===== src/hdl/ipc_pkg.sv =====
// Package: register map, field positions and timing for the packet composer config
package ipc_pkg;
  // Byte offsets within the composer window (printed offsets are byte indexes)
  localparam logic [15:0] CH2_FILLER_IDX = 16'h1016;
  localparam logic [15:0] VID_CFG3_IDX = 16'h1017;
  localparam logic [15:0] GCP_CFG_IDX = 16'h1018;
  localparam logic [15:0] VID_CFG0_IDX = 16'h1019;
  localparam logic [15:0] VID_CFG1_IDX = 16'h101a;
  localparam logic [15:0] VID_CFG2_IDX = 16'h101b;
  localparam logic [15:0] VID_CODE_IDX = 16'h101c;
  localparam logic [15:0] TOP_BAR_IDX = 16'h101d;
  localparam logic [15:0] BOT_BAR_IDX = 16'h101f;
  localparam logic [15:0] LEFT_BAR_IDX = 16'h1021;
  localparam logic [15:0] RIGHT_BAR_IDX = 16'h1023;
  localparam logic [15:0] AUD_CFG0_IDX = 16'h1025;
  localparam logic [15:0] AUD_CFG1_IDX = 16'h1026;
  localparam logic [15:0] AUD_CFG2_IDX = 16'h1027;
  localparam logic [15:0] AUD_CFG3_IDX = 16'h1028;
  localparam logic [15:0] REGID2_IDX = 16'h1029;
  localparam logic [15:0] VLEN_IDX = 16'h102a;
  localparam logic [15:0] REGID1_IDX = 16'h102b;
  localparam logic [15:0] REGID0_IDX = 16'h1031;
  localparam logic [15:0] VPAY_IDX = 16'h1032;
  localparam logic [15:0] SPD_VEND_IDX = 16'h104a;
  localparam logic [15:0] SPD_NAME_IDX = 16'h1052;
  localparam logic [15:0] SPD_INFO_IDX = 16'h1062;
  localparam logic [15:0] AUDS_CFG_IDX = 16'h1063;
  localparam logic [15:0] AUDS_STAT_IDX = 16'h1064;
  localparam logic [15:0] FIRST_IDX = 16'h1016;
  // Window runs from the channel 2 filler up to and including the status byte
  localparam int NUM_BYTES = 79;
  localparam int VPAY_LEN = 24;
  localparam int SPD_VEND_LEN = 8;
  localparam int SPD_NAME_LEN = 16;
  localparam logic [7:0] VLEN_RESET = 8'h1b;
  // GCP field positions and the audio sample layout bit
  localparam int GCP_CLEAR_BIT = 0;
  localparam int GCP_SET_BIT = 1;
  localparam int GCP_PHASE_BIT = 2;
  localparam int AUDS_LAYOUT_BIT = 0;
  // Mute window after vsync, in pixels
  localparam int MUTE_WINDOW_PIX = 384;
endpackage : ipc_pkg


===== src/hdl/ipc_composer_cfg.sv =====
// Packet composer configuration registers, mute scheduler and packet field outputs
//
// Function
// - A written mute request queues exactly one mute control packet.
// - Mute packet is sent only within 384 pixels after vsync active edge.
// - Clear-mute flag comes from control packet config bit 0.
// - Control periods drive the 6-bit filler onto channel 2 spare lines.
// - Video frame byte 0 fields: Y2, format present, scan, bars, Y1..Y0.
// - Video byte 1: colorimetry, picture aspect, active aspect.
// - Video byte 2: IT flag, extended colorimetry, quantization, scaling.
// - Video byte 3: YCC quantization and It_flag kind, top bits reserved.
// - Video format id is seven bits plus a separate eighth bit.
// - Four bar values are two-byte arrays placed in the video frame.
// - Audio frame: channel total, coding type and speaker placement code.
// - Audio frame: sample size and sample rate code from byte 1.
// - Audio frame: low-frequency level, downmix inhibit and level shift.
// - Vendor frame registration id assembled from three byte registers.
// - Vendor frame length is a five-bit field resetting to 0x1b.
// - Vendor frame payload is 24 bytes starting at 0x1032.
// - Product descriptor vendor name is 8 bytes from 0x104a.
// - Product descriptor product name is 16 bytes from 0x1052.
// - Sample-flat nibble goes into sent audio sample packets.
// - Layout bit selects layout 1 or 0, ignored in multistream mode.
// - Read-only status shows sample-present flags of the last sample packet.
//
// Our own choice: the APB interface to the registers.
`timescale 1ns/1ps
module ipc_composer_cfg #(
  parameter int PIX_CNT_W = 12
) (
  input wire logic ref_clk,
  input wire logic rst_n,
  // APB slave
  input wire logic psel,
  input wire logic penable,
  input wire logic pwrite,
  input wire logic [17:0] paddr,
  input wire logic [31:0] pwdata,
  output logic [31:0] prdata,
  output logic pready,
  output logic pslverr,
  // Link side
  input wire logic vsync_edge,
  input wire logic pixel_en,
  input wire logic ctrl_period,
  input wire logic multistream_audio_enable,
  input wire logic aud_pkt_sent,
  input wire logic [3:0] aud_pkt_present,
  input wire logic pkt_assemble,
  input wire logic gcp_sent,
  output logic gcp_mute_req,
  output logic gcp_mute_flag,
  output logic gcp_clear_flag,
  output logic gcp_default_phase,
  output logic [5:0] chan2_filler_bits,
  output logic [3:0] aud_sample_flat,
  output logic aud_layout,
  output logic [8*13-1:0] video_frame_body,
  output logic [8*5-1:0] audio_frame_body,
  output logic [23:0] vendor_regid,
  output logic [4:0] vendor_len,
  output logic [8*24-1:0] vendor_payload,
  output logic [8*25-1:0] spd_body
);

  // ==========================================================
  // Register storage
  logic [7:0] regs [ipc_pkg::NUM_BYTES];
  logic [3:0] present_status;
  wire [15:0] byte_idx = paddr[17:2];
  wire in_range = (byte_idx >= ipc_pkg::FIRST_IDX) &&
                  (byte_idx < ipc_pkg::FIRST_IDX + 16'(ipc_pkg::NUM_BYTES));
  wire [6:0] slot = 7'(byte_idx - ipc_pkg::FIRST_IDX);
  wire is_status = (byte_idx == ipc_pkg::AUDS_STAT_IDX);
  wire access = psel && penable;
  wire wr_en = access && pwrite && in_range && !is_status;
  wire [7:0] rd_byte = is_status ? {4'h0, present_status} : (in_range ? regs[slot] : 8'h00);

  function automatic logic [7:0] rst_val(input int i);
    rst_val = (16'(i) + ipc_pkg::FIRST_IDX == ipc_pkg::VLEN_IDX) ? ipc_pkg::VLEN_RESET : 8'h00;
  endfunction : rst_val

  // Reserved bits are masked so they always read zero
  function automatic logic [7:0] wmask(input int i);
    logic [15:0] a;
    a = 16'(i) + ipc_pkg::FIRST_IDX;
    case (a)
      ipc_pkg::CH2_FILLER_IDX: wmask = 8'h3f;
      ipc_pkg::VID_CFG3_IDX: wmask = 8'h0f;
      ipc_pkg::GCP_CFG_IDX: wmask = 8'h07;
      ipc_pkg::AUD_CFG0_IDX: wmask = 8'h7f;
      ipc_pkg::AUD_CFG1_IDX: wmask = 8'h37;
      ipc_pkg::AUD_CFG3_IDX: wmask = 8'h7f;
      ipc_pkg::VLEN_IDX: wmask = 8'h1f;
      ipc_pkg::AUDS_CFG_IDX: wmask = 8'hf1;
      ipc_pkg::AUDS_STAT_IDX: wmask = 8'h00;
      // Gap between the registration id bytes holds no register and reads zero
      default: wmask = (a > ipc_pkg::REGID1_IDX && a < ipc_pkg::REGID0_IDX) ? 8'h00 : 8'hff;
    endcase
  endfunction : wmask

  genvar g;
  generate
    for (g = 0; g < ipc_pkg::NUM_BYTES; g++) begin : g_reg
      always_ff @(posedge ref_clk or negedge rst_n) begin
        if (!rst_n) begin
          regs[g] <= rst_val(g);
        end else if (wr_en && slot == 7'(g)) begin
          regs[g] <= pwdata[7:0] & wmask(g);
        end
      end
    end
  endgenerate

  function automatic logic [7:0] rb(input logic [15:0] idx);
    rb = regs[7'(idx - ipc_pkg::FIRST_IDX)];
  endfunction : rb

  // ==========================================================
  // APB answer: zero wait states, unmapped reads zero without error
  always_ff @(posedge ref_clk or negedge rst_n) begin
    if (!rst_n) begin
      prdata <= 32'h0;
    end else if (psel && !penable && !pwrite) begin
      prdata <= {24'h0, rd_byte};
    end
  end
  always_ff @(posedge ref_clk or negedge rst_n) begin
    if (!rst_n) begin
      pready <= 1'b0;
      pslverr <= 1'b0;
    end else begin
      pready <= psel && !penable;
      pslverr <= 1'b0;
    end
  end

  // ==========================================================
  // Mute scheduling
  typedef enum logic [1:0] {IPC_IDLE, IPC_WAIT_VS, IPC_WINDOW} ipc_mute_e;
  ipc_mute_e state, next_state;
  logic [PIX_CNT_W-1:0] pix_cnt;
  logic set_prev;
  wire [7:0] gcp_reg = rb(ipc_pkg::GCP_CFG_IDX);
  wire set_rise = gcp_reg[ipc_pkg::GCP_SET_BIT] && !set_prev;
  wire win_open = (state == IPC_WINDOW) &&
                  (pix_cnt < PIX_CNT_W'(ipc_pkg::MUTE_WINDOW_PIX));
  wire next_req = (state == IPC_WINDOW) && win_open && !gcp_sent;

  always_comb begin
    next_state = state;
    case (state)
      IPC_IDLE: if (set_rise) next_state = IPC_WAIT_VS;
      IPC_WAIT_VS: if (vsync_edge) next_state = IPC_WINDOW;
      IPC_WINDOW: begin
        if (gcp_sent) next_state = IPC_IDLE;
        else if (!win_open) next_state = IPC_WAIT_VS;
      end
      default: next_state = IPC_IDLE;
    endcase
  end

  always_ff @(posedge ref_clk or negedge rst_n) begin
    if (!rst_n) begin
      state <= IPC_IDLE;
      set_prev <= 1'b0;
      pix_cnt <= '0;
      gcp_mute_req <= 1'b0;
    end else begin
      state <= next_state;
      set_prev <= gcp_reg[ipc_pkg::GCP_SET_BIT];
      if (vsync_edge) pix_cnt <= '0;
      else if (pixel_en && win_open) pix_cnt <= pix_cnt + 1'b1;
      gcp_mute_req <= next_req && (next_state == IPC_WINDOW);
    end
  end

  // ==========================================================
  // Packet contents, latched at assembly time; the channel 2 filler follows ctrl_period every cycle
  logic [3:0] flat_q;
  // Named copies so single fields can be selected without slicing a call
  wire [7:0] filler_reg = rb(ipc_pkg::CH2_FILLER_IDX);
  wire [7:0] vlen_reg = rb(ipc_pkg::VLEN_IDX);
  wire [7:0] auds_reg = rb(ipc_pkg::AUDS_CFG_IDX);
  always_ff @(posedge ref_clk or negedge rst_n) begin
    if (!rst_n) begin
      gcp_mute_flag <= 1'b0;
      gcp_clear_flag <= 1'b0;
      gcp_default_phase <= 1'b0;
      chan2_filler_bits <= 6'h0;
      aud_sample_flat <= 4'h0;
      aud_layout <= 1'b0;
      video_frame_body <= '0;
      audio_frame_body <= '0;
      vendor_regid <= 24'h0;
      vendor_len <= 5'h0;
      vendor_payload <= '0;
      spd_body <= '0;
    end else begin
      chan2_filler_bits <= ctrl_period ? filler_reg[5:0] : 6'h0;
      if (pkt_assemble) begin
        gcp_mute_flag <= gcp_reg[ipc_pkg::GCP_SET_BIT];
        gcp_clear_flag <= gcp_reg[ipc_pkg::GCP_CLEAR_BIT];
        gcp_default_phase <= gcp_reg[ipc_pkg::GCP_PHASE_BIT];
        video_frame_body <= {rb(ipc_pkg::RIGHT_BAR_IDX + 16'h1), rb(ipc_pkg::RIGHT_BAR_IDX),
                             rb(ipc_pkg::LEFT_BAR_IDX + 16'h1), rb(ipc_pkg::LEFT_BAR_IDX),
                             rb(ipc_pkg::BOT_BAR_IDX + 16'h1), rb(ipc_pkg::BOT_BAR_IDX),
                             rb(ipc_pkg::TOP_BAR_IDX + 16'h1), rb(ipc_pkg::TOP_BAR_IDX),
                             rb(ipc_pkg::VID_CFG3_IDX), rb(ipc_pkg::VID_CODE_IDX),
                             rb(ipc_pkg::VID_CFG2_IDX), rb(ipc_pkg::VID_CFG1_IDX),
                             rb(ipc_pkg::VID_CFG0_IDX)};
        audio_frame_body <= {8'h00, rb(ipc_pkg::AUD_CFG3_IDX), rb(ipc_pkg::AUD_CFG2_IDX),
                             rb(ipc_pkg::AUD_CFG1_IDX), rb(ipc_pkg::AUD_CFG0_IDX)};
        vendor_regid <= {rb(ipc_pkg::REGID2_IDX), rb(ipc_pkg::REGID1_IDX),
                         rb(ipc_pkg::REGID0_IDX)};
        vendor_len <= vlen_reg[4:0];
        for (int i = 0; i < ipc_pkg::VPAY_LEN; i++) begin
          vendor_payload[8*i +: 8] <= regs[7'(ipc_pkg::VPAY_IDX - ipc_pkg::FIRST_IDX) + 7'(i)];
        end
        for (int i = 0; i < ipc_pkg::SPD_VEND_LEN; i++) begin
          spd_body[8*i +: 8] <= regs[7'(ipc_pkg::SPD_VEND_IDX - ipc_pkg::FIRST_IDX) + 7'(i)];
        end
        for (int i = 0; i < ipc_pkg::SPD_NAME_LEN; i++) begin
          spd_body[8*(i+8) +: 8] <= regs[7'(ipc_pkg::SPD_NAME_IDX - ipc_pkg::FIRST_IDX) + 7'(i)];
        end
        spd_body[8*24 +: 8] <= rb(ipc_pkg::SPD_INFO_IDX);
        aud_sample_flat <= auds_reg[7:4];
        // Multistream mode owns the layout, so the bit is forced to layout 0
        aud_layout <= multistream_audio_enable ? 1'b0 :
                      auds_reg[ipc_pkg::AUDS_LAYOUT_BIT];
      end
    end
  end

  // ==========================================================
  // Sample-present status of the last sample packet sent
  always_ff @(posedge ref_clk or negedge rst_n) begin
    if (!rst_n) begin
      present_status <= 4'h0;
      flat_q <= 4'h0;
    end else begin
      flat_q <= aud_sample_flat;
      if (aud_pkt_sent) present_status <= aud_pkt_present;
    end
  end

  // ==========================================================
  // Checks
  mute_once_a: assert property (@(posedge ref_clk) disable iff (!rst_n)
    (state == IPC_WINDOW && gcp_sent) |=> (state == IPC_IDLE))
    else $error("mute packet not retired after send");
  mute_window_a: assert property (@(posedge ref_clk) disable iff (!rst_n)
    gcp_mute_req |-> (pix_cnt <= PIX_CNT_W'(ipc_pkg::MUTE_WINDOW_PIX)))
    else $error("mute request outside window");
  clear_flag_a: assert property (@(posedge ref_clk) disable iff (!rst_n)
    pkt_assemble |=> (gcp_clear_flag == $past(gcp_reg[0])))
    else $error("clear flag not from bit 0");
  filler_a: assert property (@(posedge ref_clk) disable iff (!rst_n)
    ctrl_period |=> (chan2_filler_bits == $past(regs[0][5:0])))
    else $error("filler value wrong");
  vlen_a: assert property (@(posedge ref_clk) disable iff (!rst_n)
    pkt_assemble |=> (vendor_len == $past(regs[20][4:0])))
    else $error("vendor length wrong");
  layout_a: assert property (@(posedge ref_clk) disable iff (!rst_n)
    (pkt_assemble && multistream_audio_enable) |=> !aud_layout)
    else $error("layout not ignored in multistream");
  status_a: assert property (@(posedge ref_clk) disable iff (!rst_n)
    aud_pkt_sent |=> (present_status == $past(aud_pkt_present)))
    else $error("status not updated");
  regid_a: assert property (@(posedge ref_clk) disable iff (!rst_n)
    pkt_assemble |=> (vendor_regid[23:16] == $past(regs[19])))
    else $error("regid byte 2 misplaced");
  flat_a: assert property (@(posedge ref_clk) disable iff (!rst_n)
    pkt_assemble |=> ##1 (flat_q == $past(auds_reg[7:4], 2)))
    else $error("sample flat wrong");

  // Field placement of every packet, judged one cycle after assembly; reserved nibble and pad byte checked on every cycle
  vid_byte0_a: assert property (@(posedge ref_clk) disable iff (!rst_n)
    pkt_assemble |=> (video_frame_body[7:0] == $past(rb(ipc_pkg::VID_CFG0_IDX))))
    else $error("video byte 0 wrong");

  vid_byte1_a: assert property (@(posedge ref_clk) disable iff (!rst_n)
    pkt_assemble |=> (video_frame_body[15:8] == $past(rb(ipc_pkg::VID_CFG1_IDX))))
    else $error("video byte 1 wrong");

  vid_byte2_a: assert property (@(posedge ref_clk) disable iff (!rst_n)
    pkt_assemble |=> (video_frame_body[23:16] == $past(rb(ipc_pkg::VID_CFG2_IDX))))
    else $error("video byte 2 wrong");

  vid_code_a: assert property (@(posedge ref_clk) disable iff (!rst_n)
    pkt_assemble |=> (video_frame_body[31:24] == $past(rb(ipc_pkg::VID_CODE_IDX))))
    else $error("video format id wrong");

  vid_byte3_a: assert property (@(posedge ref_clk) disable iff (!rst_n)
    pkt_assemble |=> (video_frame_body[39:32] == $past(rb(ipc_pkg::VID_CFG3_IDX))))
    else $error("video byte 3 wrong");

  // Reserved top nibble of byte 3 must never leak into the frame
  vid_resv_a: assert property (@(posedge ref_clk) disable iff (!rst_n)
    video_frame_body[39:36] == 4'h0)
    else $error("video byte 3 reserved bits set");

  top_bar_a: assert property (@(posedge ref_clk) disable iff (!rst_n)
    pkt_assemble |=> (video_frame_body[55:40] ==
      {$past(rb(ipc_pkg::TOP_BAR_IDX + 16'h1)), $past(rb(ipc_pkg::TOP_BAR_IDX))}))
    else $error("top bar wrong");

  right_bar_a: assert property (@(posedge ref_clk) disable iff (!rst_n)
    pkt_assemble |=> (video_frame_body[103:88] ==
      {$past(rb(ipc_pkg::RIGHT_BAR_IDX + 16'h1)), $past(rb(ipc_pkg::RIGHT_BAR_IDX))}))
    else $error("right bar wrong");

  aud_byte0_a: assert property (@(posedge ref_clk) disable iff (!rst_n)
    pkt_assemble |=> (audio_frame_body[7:0] == $past(rb(ipc_pkg::AUD_CFG0_IDX))))
    else $error("audio byte 0 wrong");

  aud_byte1_a: assert property (@(posedge ref_clk) disable iff (!rst_n)
    pkt_assemble |=> (audio_frame_body[15:8] == $past(rb(ipc_pkg::AUD_CFG1_IDX))))
    else $error("audio byte 1 wrong");

  aud_alloc_a: assert property (@(posedge ref_clk) disable iff (!rst_n)
    pkt_assemble |=> (audio_frame_body[23:16] == $past(rb(ipc_pkg::AUD_CFG2_IDX))))
    else $error("speaker placement wrong");

  aud_byte3_a: assert property (@(posedge ref_clk) disable iff (!rst_n)
    pkt_assemble |=> (audio_frame_body[31:24] == $past(rb(ipc_pkg::AUD_CFG3_IDX))))
    else $error("audio byte 3 wrong");

  aud_pad_a: assert property (@(posedge ref_clk) disable iff (!rst_n)
    audio_frame_body[39:32] == 8'h00)
    else $error("audio pad byte not zero");

  regid_low_a: assert property (@(posedge ref_clk) disable iff (!rst_n)
    pkt_assemble |=> (vendor_regid[7:0] == $past(rb(ipc_pkg::REGID0_IDX))))
    else $error("regid byte 0 misplaced");

  pay_first_a: assert property (@(posedge ref_clk) disable iff (!rst_n)
    pkt_assemble |=> (vendor_payload[7:0] == $past(rb(ipc_pkg::VPAY_IDX))))
    else $error("payload byte 0 wrong");

  pay_last_a: assert property (@(posedge ref_clk) disable iff (!rst_n)
    pkt_assemble |=> (vendor_payload[191:184] == $past(rb(ipc_pkg::VPAY_IDX + 16'h17))))
    else $error("payload byte 23 wrong");

  spd_vend_a: assert property (@(posedge ref_clk) disable iff (!rst_n)
    pkt_assemble |=> (spd_body[7:0] == $past(rb(ipc_pkg::SPD_VEND_IDX))))
    else $error("vendor name byte 0 wrong");

  spd_name_a: assert property (@(posedge ref_clk) disable iff (!rst_n)
    pkt_assemble |=> (spd_body[71:64] == $past(rb(ipc_pkg::SPD_NAME_IDX))))
    else $error("product name byte 0 wrong");

  // Contents only move at assembly, so a write mid-packet cannot tear it
  pay_hold_a: assert property (@(posedge ref_clk) disable iff (!rst_n)
    !pkt_assemble |=> $stable(vendor_payload))
    else $error("payload changed outside assembly");

  mute_flag_a: assert property (@(posedge ref_clk) disable iff (!rst_n)
    pkt_assemble |=> (gcp_mute_flag == $past(gcp_reg[ipc_pkg::GCP_SET_BIT])))
    else $error("mute flag not from set bit");

  req_state_a: assert property (@(posedge ref_clk) disable iff (!rst_n)
    gcp_mute_req |-> (state == IPC_WINDOW))
    else $error("mute request outside window state");

  filler_idle_a: assert property (@(posedge ref_clk) disable iff (!rst_n)
    !ctrl_period |=> (chan2_filler_bits == 6'h00))
    else $error("filler driven outside control period");

  status_hold_a: assert property (@(posedge ref_clk) disable iff (!rst_n)
    !aud_pkt_sent |=> $stable(present_status))
    else $error("status changed without a sample packet");

endmodule : ipc_composer_cfg


===== config.mk =====
export PLATFORM = sky130hd
export DESIGN_NAME = ipc_composer_cfg
export DESIGN_NICKNAME = d
export VERILOG_FILES = /design/src/hdl/ipc_pkg.sv /design/src/hdl/ipc_composer_cfg.sv
export SDC_FILE = /design/constraint.sdc
export NUM_CORES = 2
export LEC_CHECK = 0
export BUFFER_PORTS_ARGS = -buffer_cell sky130_fd_sc_hd__buf_2
export CORE_AREA = 2 2 281 311
export DETAILED_ROUTE_END_ITERATION = 7
export DIE_AREA = 0 0 283 313
export GPL_ROUTABILITY_DRIVEN = 1
export PLACE_DENSITY = 0.87
export SLEW_MARGIN = 20
export SYNTH_ARGS = -nofsm -noshare
export SYNTH_HDL_FRONTEND = slang
export SYNTH_SLANG_ARGS = --single-unit

===== constraint.sdc =====
create_clock -name ref_clk -period 2.5 [get_ports ref_clk]
set_input_delay 0.25 -clock ref_clk [delete_from_list [all_inputs] [get_ports ref_clk]]
set_output_delay 0.25 -clock ref_clk [all_outputs]
set_load 0.05 [all_outputs]

; After elaboration in Yosys (flattened, before gate mapping)
; Index checks and enable logic that the tools add are counted.
[totals]
elab_cells = 283
reg_bits = 1153
out_inout_bits = 614
inputBits = 66
[classes]
n_lt_le_gt_ge = 4
add_sub_neg = 2
bitwise_logic = 1
n_eq_ne = 76
reduce_logical = 94
muxes = 14
[op_table]
columns = cell, count
row1 = 7-bit by 6-bit equality test with 1-bit output (second input constant), 32
row2 = 7-bit equality test (second input constant), 14
row3 = 1-bit logical AND, 86
row4 = 7-bit by 5-bit equality test with 1-bit output (second input constant), 11
row5 = 8-bit binary-select mux with 7-bit select, 1
row6 = 7-bit by 4-bit equality test with 1-bit output (second input constant), 8
row7 = 8-bit 2-to-1 mux, 4
row8 = 7-bit by 3-bit equality test with 1-bit output (second input constant), 4
row9 = 12-bit 2-to-1 mux, 2
row10 = 16-bit by 13-bit equality test with 1-bit output (second input constant), 1
row11 = 16-bit by 13-bit >= comparator with 1-bit output (second input constant), 1
row12 = 16-bit by 13-bit less-than comparator with 1-bit output (second input constant), 1
row13 = 7-bit by 2-bit equality test with 1-bit output (second input constant), 2
row14 = 12-bit by 1-bit adder with 12-bit output (second input constant), 1
row15 = 12-bit by 9-bit less-than comparator with 1-bit output (second input constant), 1
row16 = 8-bit >= comparator (second input constant), 1
row17 = 2-bit 2-to-1 mux, 4
row18 = 7-bit NOT with 8-bit output, 1
row19 = 7-bit by 1-bit equality test with 1-bit output (second input constant), 1
row20 = 7-bit zero test, 1
row21 = 7-bit by 5-bit subtractor with 7-bit output (second input constant), 1
row22 = 6-bit 2-to-1 mux, 1
row23 = 2-bit one-hot mux with 3 select lines, 1
row24 = 1-bit zero test, 5
row25 = other kinds (5), 6

; Logic depth before layout (Yosys ltp)
[depth]
depth_word = 7
mapped_depth = 11
ltp_nobuf = 7

; Worst setup path after synthesis
; OpenSTA, ideal clock, no wires.
[synth_path]
path_type = input-to-reg
from = input paddr[3]
to = register prdata[1]
path_slack_ns = -0.098
cell_stages = 10
required_ns = 2.368
t_arrival_ns = 2.466
path_buffers = 4
setup_ns = 0.132
path_cell_list = ha_1 > buf_2 > xor2_1 > buf_4 > buf_4 > buf_2 > mux2i_1 > o22ai_1 > o41ai_1 > nand3_1
[synth_between]
elab_chain_len = 7
elab_cells_between_ends = 11
classes_between = add/sub: 1 / order compare: 2 / eq/ne: 1 / mux: 5 / bitwise: 1 / reduce/logical: 1
[synth_rtl]
columns = item, line_no
row1 = "start, declared", ipc_composer_cfg.sv:37  ; input wire logic [17:0] paddr,
row2 = 7-bit by 5-bit subtractor with 7-bit output, ipc_composer_cfg.sv:73  ; wire [6:0] slot = 7'(byte_idx - ipc_pkg::FIRST_IDX);
row3 = 7-bit NOT with 8-bit output (implied by the code), ipc_composer_cfg.sv:77  ; wire [7:0] rd_byte = is_status ? {4'h0, present_status} : (in_range ? regs[slot] : 8'h00);
row4 = 8-bit binary-select mux with 7-bit select, ipc_composer_cfg.sv:77
row5 = 8-bit 2-to-1 mux (implied by the code) (2 in series), ipc_composer_cfg.sv:77
row6 = 8-bit 2-to-1 mux, ipc_composer_cfg.sv:77
row7 = 8-bit 2-to-1 mux *, ipc_composer_cfg.sv:77
row8 = "end signal, assigned", ipc_composer_cfg.sv:125  ; prdata <= {24'h0, rd_byte};
row9 = "end, declared", ipc_composer_cfg.sv:39  ; output logic [31:0] prdata,
; Every way passes the cells marked *; elsewhere a longest branch is shown, timed or not. The select of a mux whose other input is x is not followed.
; A chain may end at the register's enable or synchronous reset.

; Worst setup path in the final report
[layout_path]
from = register regs[168] in the netlist's numbering
to = register prdata[0]
[layout_between]
elab_chain_len = 5
[layout_rtl]
columns = item, line_no
row1 = "start, declared", ipc_composer_cfg.sv:68  ; logic [7:0] regs [ipc_pkg::NUM_BYTES];
row2 = "start signal, assigned by index", ipc_composer_cfg.sv:107  ; regs[g] <= rst_val(g);
row3 = "start signal, assigned by index", ipc_composer_cfg.sv:109  ; regs[g] <= pwdata[7:0] & wmask(g);
row4 = 8-bit binary-select mux with 7-bit select, ipc_composer_cfg.sv:77
row5 = 8-bit 2-to-1 mux (implied by the code) (2 in series), ipc_composer_cfg.sv:77
row6 = 8-bit 2-to-1 mux (2 in series), ipc_composer_cfg.sv:77
; Every way passes these cells. The select of a mux whose other input is x is not followed.

==> reports/results.txt <==
I/O pin count: 680
Cell Area, Synth: 48300 um^2
GP Congestion: 0.930
Clock Path Buffers: 3
Final hold violation count: 0
Largest net degree at the start of global routing: 102
Drt drc: 0
Final hold slack: 0.0653 ns
Final setup fails: 0
Post-CTS setup buffers: 0
Die X: 283 um
Multi-input logic area: 18500 um^2
Die area: 88600 um^2
Number of synthesized flops with an enable pin: 0
CTS Buf Count: 110
WP buf/inv: 0
Number of global-route vias before repair: 32429
R2R depth: 6
Avg Inst Size Synth: 15.6 um^2
Core Area: 85500 um^2
Critical path depth in cells: 6
Post-Synth Adder-Cell Area: 0.0518%
Placed inst area: 55300 um^2
Family with the most delay on the worst path: multiplexers
CTS sink cnt: 1153
Slew @ Worst Pin: 1.15 ns
XOR/XNOR Fraction of Synth Area: 0.218%
Vias per cell: 6.08
Crit-path slowest cell: mux4_2
Worst reg2reg setup slack: 0.15 ns
Slew headroom: 23.0%
Highest-count cells in the layout ignoring fill and taps: dfrtp_1, mux2_2, buf_2
Highest clock rate: 426 MHz
Simple logic cell fraction of the synthesized area: 3.00%
Final non-filler cell area: 59200 um^2
Data arrival time of the worst path: 2.93 ns
Pwr/cell area: 643 nW/um^2
Root Buffer: clkbuf_16
Initial drt markers: 2600
H-tree depth: 3
Static Leakage: 0.0316 uW
Yosys reg bits: 1153
GR Overflow Total: 0
RSZ-0062 raised after global routing: false
Sequential element share of the synthesized area: 59.7%
R2r endpoint: prdata[0]
Synth warn: 0
Syn Inst Count: 3087
Worst vdd ir: 601 uV
Layout cell share with drive strength beyond 1: 59.2%
Vias: 31423
Async set-reset flop share out of synthesis: 100%
Initial DRT Pass Iterations: 5
Final slew viol count: 0
Fill count: 5464
Multiplexer area fraction after synthesis: 32.9%
CTS tree: done
Startpoint Class: flip-flop
CP required: 3.08 ns
Row cnt: 113
Crit path largest cell delay: 0.58 ns
# port buffers: 611
Compound-Gate Fraction of Synth Area: 1.67%
Routed WL: 149000 um
GRT Util Overall: 33.5%
Largest family of logic cells by synthesized area: multiplexers
P&R area growth vs syn: 22.6%
CP endpoint kind: flip-flop
Reg with most FFs: regs
Status: finished clean
Initial antenna violation count: 5
Post-layout min period: 2.35 ns
WS Path Type: reg -> reg
CTS clock-pin slew for the worst setup and hold paths: 0.06 ns
Die Ht: 313 um
Final nets: 3986
Clk Latency, worst-skew pair: 0.71 ns
Max Cap Viol: 0
Hold Path Class: in -> async
Clock skew: 0.0214 ns
Post-synth top flop: dfrtp_1
Commonest non-fill, non-tap cell in the layout: dfrtp_1
Unique masters post-synth: 73
Max FFs per register: 543
Largest regs: regs (543), spd_body (200), vendor_payload (192)
Period utilization: 94.0%
ANT nets after route: 0
DP Wirelength: 106000 um
Routed WL per cell: 28.8 um
Cells along the critical path: mux4_2 -> mux4_2 -> o21bai_1 -> o21ai_0 -> or4_1 -> nand3_1
Initial Util: 56.5%
First-pass GRT wire length: 220000 um
Worst path most repeated cell: mux4_2
Critical path origin: regs[168]
Start of the worst register-to-register path: regs[168]
Crit-path max FO: 3
Sequential cell area: 28900 um^2
[logic make-up after synthesis]
kind of cell | count (synthesis)
DFF | 1153
AOI/OAI and AO/OA | 111
muxes | 1280
other | 1
adders and majority gates | 2
buffers and inverters | 243
xor gates and xnor gates | 12
and+or+nand+nor | 285
[synth_stat cells (7+ instances only)]
| cell | n | share of area, % |
|---|---|---|
| dfrtp_1 | 1149 | 60 |
| mux2_2 | 1122 | 26 |
| clkbuf_1 | 137 | 1.1 |
| mux4_2 | 133 | 6.2 |
| nand2_1 | 109 | 0.85 |
| buf_4 | 55 | 0.85 |
| nor2_1 | 46 | 0.36 |
| buf_2 | 38 | 0.39 |
| nand3_1 | 30 | 0.31 |
| and2_1 | 22 | 0.28 |
| mux2i_1 | 21 | 0.44 |
| a21oi_1 | 16 | 0.17 |
| nor3_1 | 15 | 0.16 |
| o21ai_0 | 14 | 0.15 |
| a22oi_1 | 12 | 0.19 |
| nor2b_1 | 10 | 0.13 |
| and3_1 | 8 | 0.10 |
| buf_1 | 8 | 0.062 |
| nand2_2 | 8 | 0.10 |
| o22ai_1 | 7 | 0.091 |
| xor2_1 | 7 | 0.13 |
[metal layers]
metal  part of all wire [%]  GRT usage, %  vias up  wire, um
met5                 0.0087             0        -        13
met4                    5.5          16.9        2      8150
met3                    7.9          7.37      378     11800
met2                     48          53.3     1492     71400
met1                     39          44.0    16689     57500
li1                       -             -    12862         -
[power breakdown]
part / internal (uW) / switching, uW
Clock: 9690 / 7450
Combinational: 712 / 1500
Sequential: 18700 / 23.1
[layout make-up]
class	count	area share (%)
clock buffer	161	5.41
multi-input combinational	1732	31.2
tap	1150	2.43
sequential	1153	48.7
clock inverter	46	0.902
inverter	4	0.0254
timing repair buffer	917	11.3
antenna	5	0.0211
[stage by stage]
stage / utilization [%] / setup TNS (ns) / instances / worst slack [ns] / total power, uW
after floorplan: - / 0 / 3128 / 0.0168 / 20100
after global placement: 64.7 / -107.10 / 4943 / -0.376 / 21200
after detailed placement: 64.7 / -108.57 / 4943 / -0.343 / 21200
after CTS: 69.2 / 0 / 5163 / 0.161 / 38200
after global routing: 69.2 / 0 / 5164 / 0.0764 / 39100
final: 69.2 / 0 / 5168 / 0.150 / 38100
[worst max-delay path by stage]
stage	slack, ns	end
6_report	0.15	prdata[0]
5_1_grt	0.08	regs[64]
4_1_cts	0.16	prdata[5]
3_5_place_dp	-0.34	regs[500]
3_3_place_gp	-0.38	regs[390]
2_1_floorplan	0.02	prdata[1]
[what timing repair did]
| item | CTS | global route |
|---|---|---|
| gates resized for setup | 0 | 0 |
| hold endpoints to repair | 218 | 0 |
| setup endpoints to repair | 0 | 0 |
| hold buffers | 13 | 0 |
No activity file was read; power rests on OpenSTA's default activity.
